===== config.mk =====
export PLATFORM = sky130hd
export DESIGN_NAME = dcs_pins
export DESIGN_NICKNAME = d
export VERILOG_FILES = /design/src/core/dcs_pkg.sv /design/src/core/dcs_sync2.sv /design/src/core/dcs_twi_target.sv /design/src/core/dcs_pins.sv
export SDC_FILE = /design/constraint.sdc
export NUM_CORES = 1
export LEC_CHECK = 0
export BUFFER_PORTS_ARGS = -buffer_cell sky130_fd_sc_hd__buf_2
export CORE_MARGIN = 4
export CORE_UTILIZATION = 30
export DETAILED_ROUTE_END_ITERATION = 6
export GPL_ROUTABILITY_DRIVEN = 0
export RECOVER_POWER = 25
export SKIP_CTS_REPAIR_TIMING = 1
export SYNTH_ARGS = -nofsm -noshare
export SYNTH_HDL_FRONTEND = slang
export SYNTH_SLANG_ARGS = --single-unit

===== constraint.sdc =====
create_clock -name core_clk -period 9.5 [get_ports core_clk]
set_clock_uncertainty 0.2 [all_clocks]
set_input_delay 1.425 -clock core_clk [delete_from_list [all_inputs] [get_ports core_clk]]
set_output_delay 1.425 -clock core_clk [all_outputs]
set_load 0.03 [all_outputs]

===== src/core/dcs_pkg.sv =====
// Shared constants for the loop control, status and serial pin block
package dcs_pkg;

   // Register offsets on the serial port
   localparam logic [7:0] OFS_MODE_SELECT = 8'h1f;
   localparam logic [7:0] OFS_CONTROL     = 8'h20;
   localparam logic [7:0] OFS_STATUS      = 8'h21;

   // Control register fields
   localparam int CTL_HS_VALUE    = 0;
   localparam int CTL_HS_OVERRIDE = 1;
   localparam int CTL_SL_VALUE    = 2;
   localparam int CTL_SL_OVERRIDE = 3;

   // Reset values
   localparam logic [7:0] MODE_SELECT_RESET = 8'h00;
   localparam logic [3:0] CONTROL_RESET     = 4'h0;
   localparam logic [7:0] UNMAPPED_READ     = 8'h00;

   // Synchroniser lanes; pulled-up pins reset to one
   localparam int SYN_WIDTH = 11;
   localparam int SYN_HS    = 0;
   localparam int SYN_MODE0 = 1;
   localparam int SYN_MODE1 = 2;
   localparam int SYN_ROLE  = 3;
   localparam int SYN_D0    = 4;
   localparam int SYN_D1    = 5;
   localparam int SYN_PORT  = 6;
   localparam int SYN_SEL   = 7;
   localparam int SYN_CLK   = 8;
   localparam int SYN_DATA  = 9;
   localparam int SYN_SPARE = 10;
   localparam logic [SYN_WIDTH-1:0] SYN_RESET = 11'h7ff;

   // Enabled cycles after reset before the mode pins are taken
   localparam logic [1:0] STRAP_SETTLE_CYCLES = 2'h3;

   // Four-wire frame: command byte then data byte
   localparam logic [4:0] SPI_CMD_BITS   = 5'h08;
   localparam logic [4:0] SPI_FRAME_BITS = 5'h10;

   // Two-wire device address, upper six bits (arbitrary value)
   localparam logic [5:0] TWI_ADDR_HIGH = 6'h2a;

   // Default loop modes, in pin-level order
   typedef enum logic [1:0] {
      MODE_AUTOMATIC,
      MODE_NORMAL,
      MODE_HOLDOVER,
      MODE_FREERUN
   } dcs_mode_t;

endpackage : dcs_pkg


===== src/core/dcs_sync2.sv =====
// Two-flop synchroniser for pins from outside the core clock domain
`timescale 1ns/1ps
`default_nettype none
module dcs_sync2 #(
   parameter int                WIDTH     = 1,
   parameter logic [WIDTH-1:0]  RESET_VAL = '1
) (
   // Clock and reset
   input  wire logic             core_clk,
   input  wire logic             rst,
   input  wire logic             ce,
   // Pins and synchronised levels
   input  wire logic [WIDTH-1:0] pinIn,
   output logic      [WIDTH-1:0] pinSync
);

   typedef struct packed {
      logic [WIDTH-1:0] meta;
      logic [WIDTH-1:0] stable;
   } dcs_sync_t;

   dcs_sync_t state;
   dcs_sync_t next_state;

   always_comb begin
      next_state = state;
      if (ce) begin
         next_state.meta   = pinIn;
         next_state.stable = state.meta;
      end
   end

   always_ff @(posedge core_clk or posedge rst) begin
      if (rst) begin
         state <= '{meta: RESET_VAL, stable: RESET_VAL};
      end else begin
         state <= next_state;
      end
   end

   assign pinSync = state.stable;

endmodule : dcs_sync2
`default_nettype wire


===== src/core/dcs_twi_target.sv =====
// Two-wire target: address match, register pointer, byte writes and reads
`timescale 1ns/1ps
`default_nettype none
module dcs_twi_target
   import dcs_pkg::*;
(
   // Clock and reset
   input  wire logic       core_clk,
   input  wire logic       rst,
   input  wire logic       ce,
   // Synchronised line levels
   input  wire logic       enable,
   input  wire logic       sclLevel,
   input  wire logic       sdaLevel,
   input  wire logic       addrBitZero,
   // Register access
   input  wire logic [7:0] readData,
   output logic      [7:0] regPtr,
   output logic      [7:0] writeData,
   output logic            writeStrobe,
   // Data line pull-down, low while pulling
   output logic            sdaOeN
);

   typedef enum logic [2:0] {ST_IDLE, ST_RX, ST_ACK, ST_TX, ST_TXACK} dcs_twi_st_t;

   typedef struct packed {
      dcs_twi_st_t st;
      logic        sclPrev;
      logic        sdaPrev;
      logic [2:0]  bitCnt;
      logic [7:0]  shift;
      logic        byteDone;
      logic        addrPhase;
      logic        gotPtr;
      logic        readDir;
      logic        nack;
      logic [7:0]  ptr;
      logic [7:0]  wData;
      logic        wStb;
      logic        sdaOeN;
   } dcs_twi_t;

   dcs_twi_t state;
   dcs_twi_t next_state;
   logic     sclRise;
   logic     sclFall;

   always_comb begin
      next_state = state;
      sclRise = 1'b0;
      sclFall = 1'b0;
      if (ce) begin
         next_state.wStb    = 1'b0;
         next_state.sclPrev = sclLevel;
         next_state.sdaPrev = sdaLevel;
         sclRise = sclLevel & ~state.sclPrev;
         sclFall = ~sclLevel & state.sclPrev;
         if (!enable || (sclLevel && state.sclPrev && sdaLevel && !state.sdaPrev)) begin
            // Stop, or port not selected
            next_state.st     = ST_IDLE;
            next_state.sdaOeN = 1'b1;
         end else if (sclLevel && state.sclPrev && !sdaLevel && state.sdaPrev) begin
            // Start or repeated start
            next_state.st        = ST_RX;
            next_state.bitCnt    = 3'h0;
            next_state.byteDone  = 1'b0;
            next_state.addrPhase = 1'b1;
            next_state.gotPtr    = 1'b0;
            next_state.sdaOeN    = 1'b1;
         end else begin
            unique case (state.st)
               ST_IDLE: ;
               ST_RX: begin
                  if (sclRise) begin
                     next_state.shift    = {state.shift[6:0], sdaLevel};
                     next_state.bitCnt   = state.bitCnt + 3'h1;
                     next_state.byteDone = (state.bitCnt == 3'h7);
                  end else if (sclFall && state.byteDone) begin
                     next_state.byteDone = 1'b0;
                     next_state.st       = ST_ACK;
                     next_state.sdaOeN   = 1'b0;
                     if (state.addrPhase) begin
                        // select pin is address bit 0
                        if (state.shift[7:1] == {TWI_ADDR_HIGH, addrBitZero}) begin
                           next_state.addrPhase = 1'b0;
                           next_state.readDir   = state.shift[0];
                        end else begin
                           next_state.st     = ST_IDLE;
                           next_state.sdaOeN = 1'b1;
                        end
                     end else if (!state.gotPtr) begin
                        next_state.ptr    = state.shift;
                        next_state.gotPtr = 1'b1;
                     end else begin
                        next_state.wData = state.shift;
                        next_state.wStb  = 1'b1;
                     end
                  end
               end
               ST_ACK: begin
                  if (sclFall) begin
                     next_state.bitCnt = 3'h0;
                     if (state.readDir) begin
                        next_state.st     = ST_TX;
                        next_state.shift  = readData;
                        next_state.sdaOeN = readData[7];
                     end else begin
                        next_state.st     = ST_RX;
                        next_state.sdaOeN = 1'b1;
                     end
                  end
               end
               ST_TX: begin
                  if (sclFall) begin
                     next_state.bitCnt = state.bitCnt + 3'h1;
                     if (state.bitCnt == 3'h7) begin
                        next_state.st     = ST_TXACK;
                        next_state.sdaOeN = 1'b1;
                     end else begin
                        next_state.shift  = {state.shift[6:0], 1'b0};
                        next_state.sdaOeN = state.shift[6];
                     end
                  end
               end
               ST_TXACK: begin
                  if (sclRise) begin
                     next_state.nack = sdaLevel;
                  end else if (sclFall) begin
                     next_state.bitCnt = 3'h0;
                     next_state.st     = state.nack ? ST_IDLE : ST_TX;
                     next_state.shift  = readData;
                     next_state.sdaOeN = state.nack | readData[7];
                  end
               end
            endcase
         end
      end
   end

   always_ff @(posedge core_clk or posedge rst) begin
      if (rst) begin
         state <= '{st: ST_IDLE, sclPrev: 1'b1, sdaPrev: 1'b1, sdaOeN: 1'b1, default: '0};
      end else begin
         state <= next_state;
      end
   end

   assign regPtr      = state.ptr;
   assign writeData   = state.wData;
   assign writeStrobe = state.wStb;
   assign sdaOeN      = state.sdaOeN;

endmodule : dcs_twi_target
`default_nettype wire


===== src/core/dcs_pins.sv =====
// Control straps, loop status pins and shared four-wire / two-wire serial port
//
// How it works
// - Hitless strap high enables hitless reference switching.
// - Hitless strap low disables it and pulses an output phase realign.
// - Mode pins taken just after reset give the default loop mode.
// - Later, mode follows pin changes or a write to register 0x1F.
// - Role pin high selects slave; a control register can override role.
// - Role pin low selects master.
// - Output zero enable high turns on differential driver zero.
// - Output one enable high turns on differential driver one.
// - An enable low turns its driver off to save power.
// - Lock output high only while frequency and phase both locked.
// - Holdover output high while the loop is in holdover.
// - Port strap 0 gives four-wire clock, 1 gives two-wire clock line.
// - Port strap low gives four-wire data in, high two-wire data line.
// - Serial output pin used only in four-wire mode, released otherwise.
// - Four-wire mode: select pin is active-low chip select from host.
// - Two-wire mode: select pin level is device address bit zero.
// - Undriven pulled-up inputs read high from reset onward.
// - Port strap high enables two-wire port, low the four-wire port.
// - Reset clears the device; board must reset after power-up.
`timescale 1ns/1ps
`default_nettype none
module dcs_pins
   import dcs_pkg::*;
(
   // Clock, reset, enable
   input  wire logic       core_clk,
   input  wire logic       rst,
   input  wire logic       ce,
   // Strap and control pins
   input  wire logic       hitlessSwitchStrap,
   input  wire logic       primaryLoopModeBitLow,
   input  wire logic       primaryLoopModeBitHigh,
   input  wire logic       roleSelectPin,
   input  wire logic       differentialOutZeroEnable,
   input  wire logic       differentialOutOneEnable,
   input  wire logic       twoWirePortStrap,
   // Loop status from the loop core
   input  wire logic       loopFreqLocked,
   input  wire logic       loopPhaseLocked,
   input  wire logic       loopInHoldover,
   // Shared serial pins
   input  wire logic       sharedClkIn,
   output logic            sharedClkOut,
   output logic            sharedClkOeN,
   input  wire logic       sharedDataIn,
   output logic            sharedDataOut,
   output logic            sharedDataOeN,
   input  wire logic       sharedSelectPin,
   output logic            serialOut,
   output logic            serialOutOeN,
   // Loop control outputs
   output logic            hitlessSwitchEnabled,
   output logic            phaseRealign,
   output logic [1:0]      primaryLoopMode,
   output logic            slaveMode,
   output logic            diffZeroDriverOn,
   output logic            diffOneDriverOn,
   // Status pins
   output logic            primaryLoopLocked,
   output logic            primaryLoopInHoldover,
   output logic            twoWireAddressBitZero
);

   typedef struct packed {
      logic [7:0] dpllPrimaryModeSelect;
      logic [3:0] control;
      logic [1:0] settle;
      logic       captured;
      logic [1:0] modePinsPrev;
      logic       sckPrev;
      logic [4:0] spiCnt;
      logic [7:0] spiShift;
      logic [7:0] spiCmd;
      logic [7:0] spiTx;
      logic       so;
      logic       soOeN;
      logic       hsEn;
      logic       realign;
      logic       slave;
      logic       d0;
      logic       d1;
      logic       lock;
      logic       hold;
      logic       addrBit0;
      logic       sdaOeN;
   } dcs_top_t;

   dcs_top_t              state;
   dcs_top_t              next_state;
   logic [SYN_WIDTH-1:0]  pinRaw;
   logic [SYN_WIDTH-1:0]  pinSync;
   logic [7:0]            twiPtr;
   logic [7:0]            twiWData;
   logic                  twiWStb;
   logic                  twiSdaOeN;
   logic                  twoWire;
   logic                  csActive;
   logic                  sckRise;
   logic                  sckFall;
   logic                  wrStb;
   logic [7:0]            wrAddr;
   logic [7:0]            wrData;
   logic [7:0]            spiByte;

   // Register read decode shared by both ports
   function automatic logic [7:0] regRead(input logic [7:0] addr, input dcs_top_t s, input logic port);
      logic [7:0] v;
      v = UNMAPPED_READ;
      unique case (addr)
         OFS_MODE_SELECT: v = s.dpllPrimaryModeSelect;
         OFS_CONTROL:     v = {4'h0, s.control};
         OFS_STATUS:      v = {port, s.d1, s.d0, s.slave, s.hsEn, s.hold, s.lock, s.captured};
         default:         v = UNMAPPED_READ;
      endcase
      return v;
   endfunction : regRead

   assign pinRaw = {1'b1, sharedDataIn, sharedClkIn, sharedSelectPin, twoWirePortStrap,
                    differentialOutOneEnable, differentialOutZeroEnable, roleSelectPin,
                    primaryLoopModeBitHigh, primaryLoopModeBitLow, hitlessSwitchStrap};

   dcs_sync2 #(
      .WIDTH     (SYN_WIDTH),
      .RESET_VAL (SYN_RESET)
   ) u_sync (
      .core_clk (core_clk),
      .rst      (rst),
      .ce       (ce),
      .pinIn    (pinRaw),
      .pinSync  (pinSync)
   );

   // port strap picks the two-wire engine
   assign twoWire = pinSync[SYN_PORT];

   // shared clock line as two-wire clock
   dcs_twi_target u_twi (
      .core_clk    (core_clk),
      .rst         (rst),
      .ce          (ce),
      .enable      (twoWire),
      .sclLevel    (pinSync[SYN_CLK]),
      .sdaLevel    (pinSync[SYN_DATA]),
      .addrBitZero (state.addrBit0),
      .readData    (regRead(twiPtr, state, twoWire)),
      .regPtr      (twiPtr),
      .writeData   (twiWData),
      .writeStrobe (twiWStb),
      .sdaOeN      (twiSdaOeN)
   );

   // chip select active low in four-wire mode
   assign csActive = ~twoWire & ~pinSync[SYN_SEL];
   assign sckRise  = pinSync[SYN_CLK] & ~state.sckPrev;
   assign sckFall  = ~pinSync[SYN_CLK] & state.sckPrev;
   assign spiByte  = {state.spiShift[6:0], pinSync[SYN_DATA]};

   // Write port shared by both engines; four-wire takes the data byte
   always_comb begin
      wrStb  = 1'b0;
      wrAddr = state.spiCmd;
      wrData = spiByte;
      if (twoWire) begin
         wrStb  = twiWStb;
         wrAddr = twiPtr;
         wrData = twiWData;
      end else if (csActive && sckRise && state.spiCnt == SPI_FRAME_BITS - 5'h01 && !state.spiCmd[7]) begin
         wrStb  = 1'b1;
         wrAddr = {1'b0, state.spiCmd[6:0]};
      end
   end

   always_comb begin
      next_state = state;
      if (ce) begin
         next_state.sckPrev = pinSync[SYN_CLK];

         // mode pins caught once the synchroniser has settled
         if (!state.captured) begin
            next_state.settle = state.settle + 2'h1;
            if (state.settle == STRAP_SETTLE_CYCLES - 2'h1) begin
               next_state.captured                   = 1'b1;
               next_state.dpllPrimaryModeSelect[1:0] = {pinSync[SYN_MODE1], pinSync[SYN_MODE0]};
            end
         end
         next_state.modePinsPrev = {pinSync[SYN_MODE1], pinSync[SYN_MODE0]};

         // pin change or register write; the write wins a tie
         if (state.captured && next_state.modePinsPrev != state.modePinsPrev) begin
            next_state.dpllPrimaryModeSelect[1:0] = next_state.modePinsPrev;
         end
         if (wrStb && wrAddr == OFS_MODE_SELECT) begin
            next_state.dpllPrimaryModeSelect = wrData;
         end
         if (wrStb && wrAddr == OFS_CONTROL) begin
            next_state.control = wrData[3:0];
         end

         // hitless from strap unless software overrides
         next_state.hsEn = state.control[CTL_HS_OVERRIDE] ? state.control[CTL_HS_VALUE] : pinSync[SYN_HS];
         // realign pulse when hitless switching turns off
         next_state.realign = state.hsEn & ~next_state.hsEn;
         // high is slave; low is master
         next_state.slave = state.control[CTL_SL_OVERRIDE] ? state.control[CTL_SL_VALUE] : pinSync[SYN_ROLE];
         // driver zero, driver one, off when low
         next_state.d0 = pinSync[SYN_D0];
         next_state.d1 = pinSync[SYN_D1];
         next_state.lock = loopFreqLocked & loopPhaseLocked;
         next_state.hold = loopInHoldover;
         next_state.addrBit0 = pinSync[SYN_SEL];
         // data line pulled low only in two-wire mode
         next_state.sdaOeN = ~twoWire | twiSdaOeN;

         // Four-wire engine: sample on rising, shift out on falling edge
         if (!csActive) begin
            next_state.spiCnt = 5'h00;
            next_state.soOeN  = 1'b1;
            next_state.so     = 1'b0;
         end else begin
            // serial out driven only while selected in four-wire mode
            next_state.soOeN = 1'b0;
            if (sckRise && state.spiCnt != SPI_FRAME_BITS) begin
               next_state.spiShift = spiByte;
               next_state.spiCnt   = state.spiCnt + 5'h01;
               if (state.spiCnt == SPI_CMD_BITS - 5'h01) begin
                  next_state.spiCmd = spiByte;
                  next_state.spiTx  = regRead({1'b0, spiByte[6:0]}, state, twoWire);
               end
            end else if (sckFall && state.spiCmd[7] && state.spiCnt >= SPI_CMD_BITS
                         && state.spiCnt != SPI_FRAME_BITS) begin
               next_state.so    = state.spiTx[7];
               next_state.spiTx = {state.spiTx[6:0], 1'b0};
            end
         end
      end
   end

   // reset brings every control flop to its default
   always_ff @(posedge core_clk or posedge rst) begin
      if (rst) begin
         state <= '{dpllPrimaryModeSelect: MODE_SELECT_RESET, control: CONTROL_RESET,
                    modePinsPrev: 2'h3, sckPrev: 1'b1, soOeN: 1'b1, hsEn: 1'b1, slave: 1'b1,
                    d0: 1'b1, d1: 1'b1, addrBit0: 1'b1, sdaOeN: 1'b1, default: '0};
      end else begin
         state <= next_state;
      end
   end

   // Clock line is never stretched, so its driver stays released
   assign sharedClkOut          = 1'b0;
   assign sharedClkOeN          = state.sckPrev | 1'b1;
   assign sharedDataOut         = 1'b0;
   assign sharedDataOeN         = state.sdaOeN;
   assign serialOut             = state.so;
   assign serialOutOeN          = state.soOeN;
   assign hitlessSwitchEnabled  = state.hsEn;
   assign phaseRealign          = state.realign;
   assign primaryLoopMode       = state.dpllPrimaryModeSelect[1:0];
   assign slaveMode             = state.slave;
   assign diffZeroDriverOn      = state.d0;
   assign diffOneDriverOn       = state.d1;
   assign primaryLoopLocked     = state.lock;
   assign primaryLoopInHoldover = state.hold;
   assign twoWireAddressBitZero = state.addrBit0;

endmodule : dcs_pins
`default_nettype wire


; Word level (Yosys, flattened, before mapping)
; Cells that the tools add are included.
[word_totals]
input_bits = 16
output_inout_bits = 16
elab_cells = 224
register_bits = 116
[classes]
magnitude_cmp = 1
eq_ne = 45
n_reduce_logical = 49
bitwise_logic = 18
add_sub_neg = 3
mux = 71
[ops]
columns = operator, count
row1 = $mux 11, 5
row2 = $mux 8, 6
row3 = $pmux 8 s3, 2
row4 = $pmux 11 s4, 1
row5 = $reduce_and 8->1, 5
row6 = $mux 3, 12
row7 = $mux 1, 26
row8 = $eq 8x6->1 const B, 3
row9 = $mux 2, 11
row10 = $mux 21, 1
row11 = $ne 4x1->1 const B, 5
row12 = $eq 8x5->1 const B, 2
row13 = $logic_and 1x1->1, 16
row14 = $mux 16, 1
row15 = $ne 2x1->1 const B, 8
row16 = $ne 3x1->1 const B, 5
row17 = $eq 7x6->1 const B, 2
row18 = $pmux 3 s4, 1
row19 = $reduce_and 4->1, 3
row20 = $not 1->1, 11
row21 = $reduce_and 11->1, 1
row22 = $ne 2x2->1 const B, 5
row23 = $reduce_and 5->1, 2
row24 = $mux 9, 1
row25 = other kinds (32), 52

; Longest topological paths before layout
; Gate-level depths: netlist of run 1.
[depth]
word_depth = 11
depth_mapped = 9
mapped_depth_nobuf = 8

; Modules after synthesis
; From an unflattened synthesis of run 1, not the netlist that was laid out.
[hier_totals]
hier_cells = 535
area_unflattened_um2 = 6180.9
[modules_own_cells]
columns = mod, area_per_inst_um2, seq_area_each_um2, instances, cells_per_inst
row1 = dcs_pins, 2969.1, 1438.9, 1, 282
row2 = dcs_twi_target, 2277.2, 979.7, 1, 195
row3 = dcs_sync2, 934.6, 578.1, 1, 58

; Worst setup path before layout of run 1
; No wires, ideal clock.
[synth_timing]
kind = input to register
from = input port ce
to = register u_twi.state, in the netlist u_twi.regPtr[0]
arrival_time_ps = 2407
path_buffers = 0
required_ps = 9175
cell_stages = 4
setup_ps = 125
slack_ps = 6768
path_cell_list = and2_1 nand4_1 nor3_4 mux2_2
[synth_via]
elab_chain_cells = 1
[synth_lines]
columns = element, line_no
row1 = "start, declared", dcs_pins.sv:31  ; input wire logic ce,
row2 = $reduce_and 8->1 (no line), --
row3 = "end signal, assigned", dcs_twi_target.sv:145  ; state <= next_state;
row4 = "end, declared", dcs_twi_target.sv:44  ; dcs_twi_t state;
; No other way between the ends.
; A chain may end at the register's enable or synchronous reset.

; Final worst setup path of run 1
[layout_timing]
from = input port ce
to = register state, in the netlist primaryLoopMode[1]
[layout_via]
elab_chain_cells = 1
[layout_lines]
columns = element, line_no
row1 = $reduce_and 3->1 (no line), --
row2 = "end signal, assigned", dcs_pins.sv:244  ; state <= '{dpllPrimaryModeSelect: MODE_SELECT_RESET, control: CONTROL_RESET,
row3 = "end signal, assigned", dcs_pins.sv:248  ; state <= next_state;
row4 = "end, declared", dcs_pins.sv:91  ; dcs_top_t state;
; No other way between the ends.

==> results.yml, run 1 <==
cells_and_area:
  drive_gt1_share_pct: 36.28
  final_util_pct: 35.38
  fillCellCount: 1820
  nets: 541
  areaGrowthSynthToFinish_pct: 15.83
  finalNonFillerCells: 766
  fin_area_mm2: 0.006619
  num_antenna_cells: 0
clock_tree:
  clk_pin_slew_ns: 0.05
  clockBufferDepth: 2
  clock_latency_ns: 0.41
  h-tree-depth: 4
  tritoncts: "done"
  cts.sinks: 115
  cts-buffers-inserted: 17
  cts_root_buf: "clkbuf_16"
route:
  vias: 3960
  ant_nets: 0
  drt_pass1_iterations: 5
  wl_met3_um: 691
  drt_iter0_drc: 254
  wl_per_cell_um: 17.23
  met1_length_mm: 6.003
  wl_mm: 13.20
  top_layer_used: "met4"
  wl_met2_mm: 6.179
  drc: 0
  vias_per_cell: 5.170
placed_design:
  dp.cells: 734
  dp_hpwl_mm: 9.310
  preCtsSetupSlack_ns: 5.890
  place_area_mm2: 0.006027
  numPortBuffers: 28
timing:
  layout_setup_ws_ns: 4.601
  finalHoldViolCount: 0
  setup_viol: 0
  min_period_ns: 4.899
  holdWs_ns: 0.2797
  setup_tns_ns: 0
  post-route-period-util_pct: 51.57
  max_slew_margin_pct: -64.31
  drv_slew: 104
  worst_slew_pin_slew_ns: 2.465
  max_freq_mhz: 204.1
  rsz0062_at_grt: "false"
critical_path:
  path_cells: "buf_2 -> clkbuf_1 -> nand3_1 -> or2_2 -> a2bb2oi_1"
  crit_required_ns: 9.63
  max_stage_delay_ns: 1.73
  cp_slowest_cell: "clkbuf_1"
  path_max_fanout: 52
  worstSetupPathType: "in -> reg"
  worst_ep_arrival_time_ns: 5.03
  crit_path_end_kind: "flop"
  crit_path_start_kind: "input port"
synth:
  synth_edf_count: 0
  synthTopCellsByArea: "dfrtp_1 36%, mux2_2 17%, dfstp_2 15%"
  synth_flop_cell: "dfrtp_1"
  syn_area_per_cell_um2: 11.54
  ys_ff_latch: 115
  synth-seq-area-share_pct: 51.06
  synth_top_area_share_pct: 36.35
  synth_top_area_cell: "dfrtp_1"
  syn_area_mm2: 0.005714
  synthArstFlopShare_pct: 100.0
  syn_inst: 495
  yosys_warnings: 0
  synthDistinctLibCells: 67
pwr:
  cellPowerDensity_mw_per_mm2: 238.1
  total_power_mw: 1.576
  vdd_ir_drop_max_v: 0.0001242
  leakage_nw: 2.853
floorplan:
  io_pins: 32
  die_height_um: 146.0
  rows: 50
  die_w_um: 146.0
  start_util_pct: 30.55
  die_area_mm2: 0.02132
  coreArea_mm2: 0.01871
global_route:
  grt_pass1_vias: 4007
  grt_first_pass_wirelength_mm: 21.76
  antenna_found_initial: 0
  grt_max_degree: 67
  grt.overflow.total: 0
  grt_usage_pct: 12.82
worst_hold_path:
  hold_class: "reg -> reg"
run_status:
  violations: "max-capacitance violations, max-slew violations"
  outcome: "complete, but fails checks"
flow_run:
  drv_cap: 2
-- logic make-up after synthesis --
family                     share of synthesized area [%]
adders and majority gates                          1.314
and+or+nand+nor                                    12.39
muxes                                              20.39
buffers and inverters                              3.525
DFF                                                51.06
other                                             0.1314
xor gates and xnor gates                           1.073
AOI/OAI and AO/OA                                  10.12
-- path summary, 6_finish.rpt --
check,start,endpoint,slack [ns],cells past startpoint
worst max-delay path,ce,primaryLoopMode[1]$_DFFE_PP0P_,4.60,5
worst min-delay path,state[44]$_DFFE_PP0P_,state[44]$_DFFE_PP0P_,0.28,1
worst max register to register,u_sync.pinSync[6]$_DFFE_PP1P_,primaryLoopMode[1]$_DFFE_PP0P_,6.62,5
worst min register to register,state[44]$_DFFE_PP0P_,state[44]$_DFFE_PP0P_,0.28,1
max in group asynchronous,rst,state[24]$_DFFE_PP0P_,6.07,3
min in group asynchronous,rst,u_twi.state[33]$_DFFE_PP0P_,1.40,2
-- critical path: cells and delay by family --
family,cells,cell delay [ns]
buffers and inverters,2,1.80
AND/OR/NAND/NOR,2,1.60
AO/OA/AOI/OAI,1,0.16
-- layout make-up --
class / count / area [um2] / share of cell area, %
clock buffer: 23 / 467.9 / 7.070
clock inverter: 9 / 128.9 / 1.947
inverter: 16 / 61.31 / 0.9263
multi-input combinational: 339 / 2599 / 39.26
sequential: 115 / 2918 / 44.08
tap: 234 / 292.8 / 4.423
timing repair buffer: 30 / 151.4 / 2.287
-- cell usage after synthesis, types with 3 or more instances --
master,number
buf_4,6
nand4b_1,4
ha_1,6
a22oi_1,5
nand3_1,5
o21ai_0,34
clkbuf_1,6
nor4bb_1,3
nand4_1,4
o31ai_1,3
buf_2,10
xnor2_1,6
a21o_1,3
mux2_2,88
a221oi_1,4
nor3_1,8
dfstp_2,32
a32oi_1,5
and3_1,4
a21oi_1,18
dfrtp_1,83
mux2i_1,14
inv_1,16
a31oi_1,4
mux2_1,3
nand2b_1,6
nand2_1,38
nor2_1,25
-- sequential cells by signal, summed over array words and instances, names as in the netlist, 2 cells and up --
register         count
u_twi.regPtr         8
primaryLoopMode      2
u_sync.pinSync      10
u_sync.state        10
u_twi.state         21
u_twi.writeData      8
spiByte              7
state               36
-- layer usage --
layer,vias to the layer above,GRT usage [%]
met2,118,19.75
met3,24,2.793
met5,-,0
met1,1975,17.30
li1,1843,-
met4,0,5.974
-- layout by cell type, fill, tap and decap left out, types with 3 or more instances in the layout --
cell type and n:
a21o_1 3, a21oi_1 18, a221oi_1 4, a22oi_1 5, a31oi_1 4, a32oi_1 5, and3_1 4, buf_2 28
bufinv_16 3, clkbuf_1 5, clkbuf_16 17, clkinv_2 3, conb_1 3, dfrtp_1 83, dfstp_2 32, ha_1 6
inv_1 15, mux2_1 3, mux2_2 88, mux2i_1 14, nand2_1 38, nand2b_1 6, nand3_1 5, nand4_1 4
nand4b_1 4, nor2_1 25, nor3_1 8, nor4bb_1 3, o21ai_0 34, o31ai_1 3, xnor2_1 6
-- report_power, final --
group / internal [mW] / switching (mW)
Clock: 0.425 / 0.218
Combinational: 0.118 / 0.145
Sequential: 0.572 / 0.0979
Total: 1.11 / 0.461
Power figures use the tool's default switching activity.
==> run 2, diff against run 1 <==
Clock period 9.5 ns to 4 ns, I/O delays scaled along.
==> run 2 against run 1 <==
  * The flow still finishes with violations (max-capacitance violations, max-slew violations)
  * Highest routed layer unchanged
  * Power increased by 130%
  * First-iteration DRC count increased by 16%
  * Setup slack got worse by 3.4 ns
  * Critical path type is now reg -> reg
==> results.yml, run 2 (synthesis gave the netlist of run 1 again) <==
cells_and_area:
  multi_input_area_mm2: 0.002599
  areaGrowthSynthToFinish_pct: 15.15
  fin_area_mm2: 0.006580
  num_antenna_cells: 0
  nets: 541
  fillCellCount: 1830
  drive_gt1_share_pct: 35.53
  reg.largest.list: "state x36, u_twi.state x21"
  most-common-layout-cells: "88 x mux2_2, 83 x dfrtp_1, 38 x nand2_1, 34 x o21ai_0, 31 x dfstp_2"
  seq_area_mm2: 0.002918
  final_common_cell: "mux2_2"
  regMostFlops: "state"
  largest_register_ffs: 36
placed_design:
  numPortBuffers: 28
  place_area_mm2: 0.006040
  preCtsSetupSlack_ns: 1.207
  dp_hpwl_mm: 9.447
floorplan:
  rows: 50
  coreArea_mm2: 0.01871
  die_height_um: 146.0
  die_area_mm2: 0.02132
  io_pins: 32
  die_w_um: 146.0
  start_util_pct: 30.55
timing:
  post-route-period-util_pct: 69.17
  worst_slew_pin_slew_ns: 2.505
  max_freq_mhz: 361.4
  drv_slew: 57
  rsz0062_at_grt: "false"
  setup_tns_ns: 0
  min_period_ns: 2.767
  layout_setup_ws_ns: 1.233
  setup_viol: 0
  max_slew_margin_pct: -67.92
  finalHoldViolCount: 0
clock_tree:
  clock_latency_ns: 0.42
  cts.sinks: 115
  clk_pin_slew_ns: 0.05
  clockBufferDepth: 2
  cts_root_buf: "clkbuf_16"
  cts-buffers-inserted: 17
  h-tree-depth: 4
  tritoncts: "done"
worst_hold_path:
  hold_end: "u_sync.state[20]$_DFFE_PP1P_"
  holdCritStartpoint: "sharedDataIn"
  hold_path_depth: 2
  hold_class: "in -> reg"
route:
  vias: 3990
  wl_mm: 13.32
  wl_per_cell_um: 17.39
  drc: 0
  ant_nets: 0
  vias_per_cell: 5.209
  drt_iter0_drc: 294
  drt_pass1_iterations: 5
global_route:
  antenna_found_initial: 0
  grt_usage_pct: 13.07
  grt_first_pass_wirelength_mm: 22.26
  grt.overflow.total: 0
  grt_max_degree: 60
  grt_pass1_vias: 3990
critical_path:
  worst_ep_arrival_time_ns: 2.86
  r2r-start: "u_sync.pinSync[8]$_DFFE_PP1P_"
  path_max_fanout: 12
  crit_path_start_kind: "flop"
  crit_required_ns: 4.09
  r2r_cells: 4
  crit_path_end_kind: "flop"
  reg2reg_slack_ns: 1.23
  worstSetupPathType: "reg -> reg"
  timing.rr.end: "spiByte[1]$_DFFE_PP0P_"
run_status:
  violations: "max-capacitance violations, max-slew violations"
  outcome: "complete, but fails checks"
pwr:
  cellPowerDensity_mw_per_mm2: 547.8
  vdd_ir_drop_max_v: 0.0003873
  leakage_nw: 2.840
flow_run:
  drv_cap: 1
==> run 2: power by group <==
group | leakage (nW) | internal, mW | switching, mW
clock network | 0.269 | 0.897 | 0.490
logic | 1.12 | 0.279 | 0.338
registers | 1.45 | 1.36 | 0.243
==> run 2: metrics by stage <==
| step | util (%) | hold slack (ns) | total power [mW] | instances |
|---|---|---|---|---|
| 2_1_floorplan | - | 0.2381 | 2.041 | 496 |
| 3_3_place_gp | 32.29 | 0.2498 | 2.207 | 734 |
| 3_5_place_dp | 32.29 | 0.2534 | 2.228 | 734 |
| 4_1_cts | 35.19 | 0.1171 | 3.643 | 766 |
| 5_1_grt | 35.18 | 0.2126 | 3.794 | 766 |
| 6_report | 35.18 | 0.2166 | 3.605 | 766 |
==> run 2: area by class of cell <==
type,instances,share of cell area [%]
clock buffers,27,7.492
multi-input cells,339,39.49
well taps,234,4.450
repair buffers,30,2.529
clock inverters,5,0.7606
inverters,16,0.9317
flip-flops and latches,115,44.34
==> run 2: worst max-delay path by stage <==
| stage | endpoint | start |
|---|---|---|
| 3_5_place_dp | spiByte[1]$_DFFE_PP0P_ | u_sync.pinSync[8]$_DFFE_PP1P_ |
| 5_1_grt | spiByte[1]$_DFFE_PP0P_ | u_sync.pinSync[8]$_DFFE_PP1P_ |
| 6_report | spiByte[1]$_DFFE_PP0P_ | u_sync.pinSync[8]$_DFFE_PP1P_ |
| 2_1_floorplan | phaseRealign$_DFFE_PP0P_ | rst |
| 3_3_place_gp | spiByte[2]$_DFFE_PP0P_ | u_sync.pinSync[8]$_DFFE_PP1P_ |
| 4_1_cts | spiByte[1]$_DFFE_PP0P_ | u_sync.pinSync[8]$_DFFE_PP1P_ |
==> run 2: routing by layer <==
layer / routed length (um) / up-vias / GRT usage [%] / share of wire (%)
met5: 0 / - / 0 / 0
met4: 376 / 0 / 5.974 / 2.8
met3: 638 / 33 / 3.073 / 4.8
met2: 6095 / 112 / 19.91 / 46
met1: 6207 / 1998 / 17.74 / 47
li1: - / 1847 / - / -
==> run 2: worst max-delay path, cell delays in order, from the launching register on <==
cell      delay (ns)
dfstp_2         0.63
nor2b_1         0.38
nand2b_1        0.30
nor2_1          0.71
mux2_2          0.42
==> run 3, diff against run 2 <==
Clock period 4 ns to 2.6 ns, I/O delays scaled along.
==> run 3 against run 2 <==
  * Maximum frequency is 14% higher
  * The flow now finishes without violations
  * Critical endpoint is now u_twi.state[29]$_DFFE_PP0P_
  * Via count rose by 0.63%
  * Final area increased by 2.4%
==> results.yml, run 3 (synthesis gave the netlist of run 1 again) <==
run_status:
  outcome: "finished clean"
floorplan:
  io_pins: 32
  start_util_pct: 30.55
  coreArea_mm2: 0.01871
  die_area_mm2: 0.02132
  die_w_um: 146.0
  rows: 50
  die_height_um: 146.0
global_route:
  grt_first_pass_wirelength_mm: 21.90
  grt_pass1_vias: 4165
  grt_max_degree: 60
  grt_usage_pct: 12.74
  grt.overflow.total: 0
  antenna_found_initial: 0
route:
  wl_mm: 13.37
  drt_pass1_iterations: 5
  wl_per_cell_um: 17.10
  vias_per_cell: 5.134
  drt_iter0_drc: 237
  vias: 4015
  ant_nets: 0
  drc: 0
cells_and_area:
  most-common-layout-cells: "88 x mux2_2, 83 x dfrtp_1, 38 x nand2_1, 34 x o21ai_0, 31 x dfstp_2"
  multi_input_area_mm2: 0.002610
  largest_register_ffs: 36
  final_common_cell: "mux2_2"
  seq_area_mm2: 0.002918
  drive_gt1_share_pct: 38.14
  nets: 557
  reg.largest.list: "state x36, u_twi.state x21"
  areaGrowthSynthToFinish_pct: 17.89
  fillCellCount: 1825
  num_antenna_cells: 0
  regMostFlops: "state"
  fin_area_mm2: 0.006736
critical_path:
  crit_path_end_kind: "flop"
  crit_required_ns: 2.69
  worstSetupPathType: "reg -> reg"
  path_max_fanout: 11
  worst_ep_arrival_time_ns: 2.51
  crit_path_start_kind: "flop"
clock_tree:
  h-tree-depth: 4
  clockBufferDepth: 2
  cts.sinks: 115
  cts_root_buf: "clkbuf_16"
  cts-buffers-inserted: 17
  clock_latency_ns: 0.41
  tritoncts: "done"
  clk_pin_slew_ns: 0.05
timing:
  rsz0062_at_grt: "false"
  setup_viol: 0
  max_slew_margin_pct: 27.29
  post-route-period-util_pct: 93.09
  worst_slew_pin_slew_ns: 1.091
  max_freq_mhz: 413.2
  finalHoldViolCount: 0
  setup_tns_ns: 0
  drv_slew: 0
  min_period_ns: 2.420
pwr:
  cellPowerDensity_mw_per_mm2: 840.1
  leakage_nw: 2.911
  total_power_mw: 5.659
  vdd_ir_drop_max_v: 0.0004176
placed_design:
  dp_hpwl_mm: 9.620
  place_area_mm2: 0.006166
  numPortBuffers: 28
flow_run:
  drv_cap: 0
worst_hold_path:
  hold_class: "in -> reg"
run 3: where the power goes:
part | switching [mW] | leakage (nW) | internal, mW
combinational | 0.566 | 1.19 | 0.459
clock | 0.819 | 0.266 | 1.41
sequential | 0.320 | 1.45 | 2.09
total | 1.71 | 2.91 | 3.95
run 3: layer usage:
| metal | up-vias | share of wire (%) | GRT usage, % |
|---|---|---|---|
| met2 | 84 | 49 | 20.63 |
| li1 | 1871 | - | - |
| met1 | 2038 | 46 | 16.69 |
| met5 | - | 0 | 0 |
| met4 | 0 | 2.1 | 5.127 |
| met3 | 22 | 3.1 | 2.762 |
run 3: final cells by class:
| cell class | instances | area share (%) |
|---|---|---|
| Sequential cell | 115 | 43.31 |
| Multi-Input combinational cell | 339 | 38.74 |
| Clock buffer | 20 | 6.482 |
| Tap cell | 234 | 4.346 |
| Timing Repair Buffer | 46 | 4.198 |
| Clock inverter | 12 | 2.006 |
| Inverter | 16 | 0.9101 |
run 3: final timing paths:
check / from / end / slack, ns / cells after the start
setup / recovery: u_twi.state[35]$_DFFE_PP1P_ / u_twi.state[29]$_DFFE_PP0P_ / 0.18 / 5
hold / removal: loopInHoldover / primaryLoopInHoldover$_DFFE_PP0P_ / 0.007 / 2
setup reg to reg: u_twi.state[35]$_DFFE_PP1P_ / u_twi.state[29]$_DFFE_PP0P_ / 0.18 / 5
hold reg to reg: u_twi.sdaOeN$_DFFE_PP1P_ / sharedDataOeN$_DFFE_PP1P_ / 0.27 / 2
max in group asynchronous: rst / state[44]$_DFFE_PP0P_ / 0.47 / 4
min in group asynchronous: rst / state[12]$_DFFE_PP0P_ / 0.37 / 3
run 3: critical path, cell delays in order (launching register included):
cell and delay [ns]:
dfstp_2 0.63, nor2b_1 0.39, a32oi_1 0.16, o21ai_0 0.20, and3_2 0.35, mux2_2 0.37
run 3: metrics by stage:
stage | hold slack (ns) | worst slack [ns] | cells | utilization, %
2_1_floorplan | 0.2381 | 0.3583 | 496 | -
3_3_place_gp | 0.1894 | 0.1178 | 749 | 32.96
3_5_place_dp | 0.1937 | 0.09602 | 749 | 32.96
4_1_cts | -0.2477 | 0.08372 | 781 | 36.02
5_1_grt | 0.002470 | 0.03920 | 782 | 36.01
6_report | 0.007189 | 0.1797 | 782 | 36.01
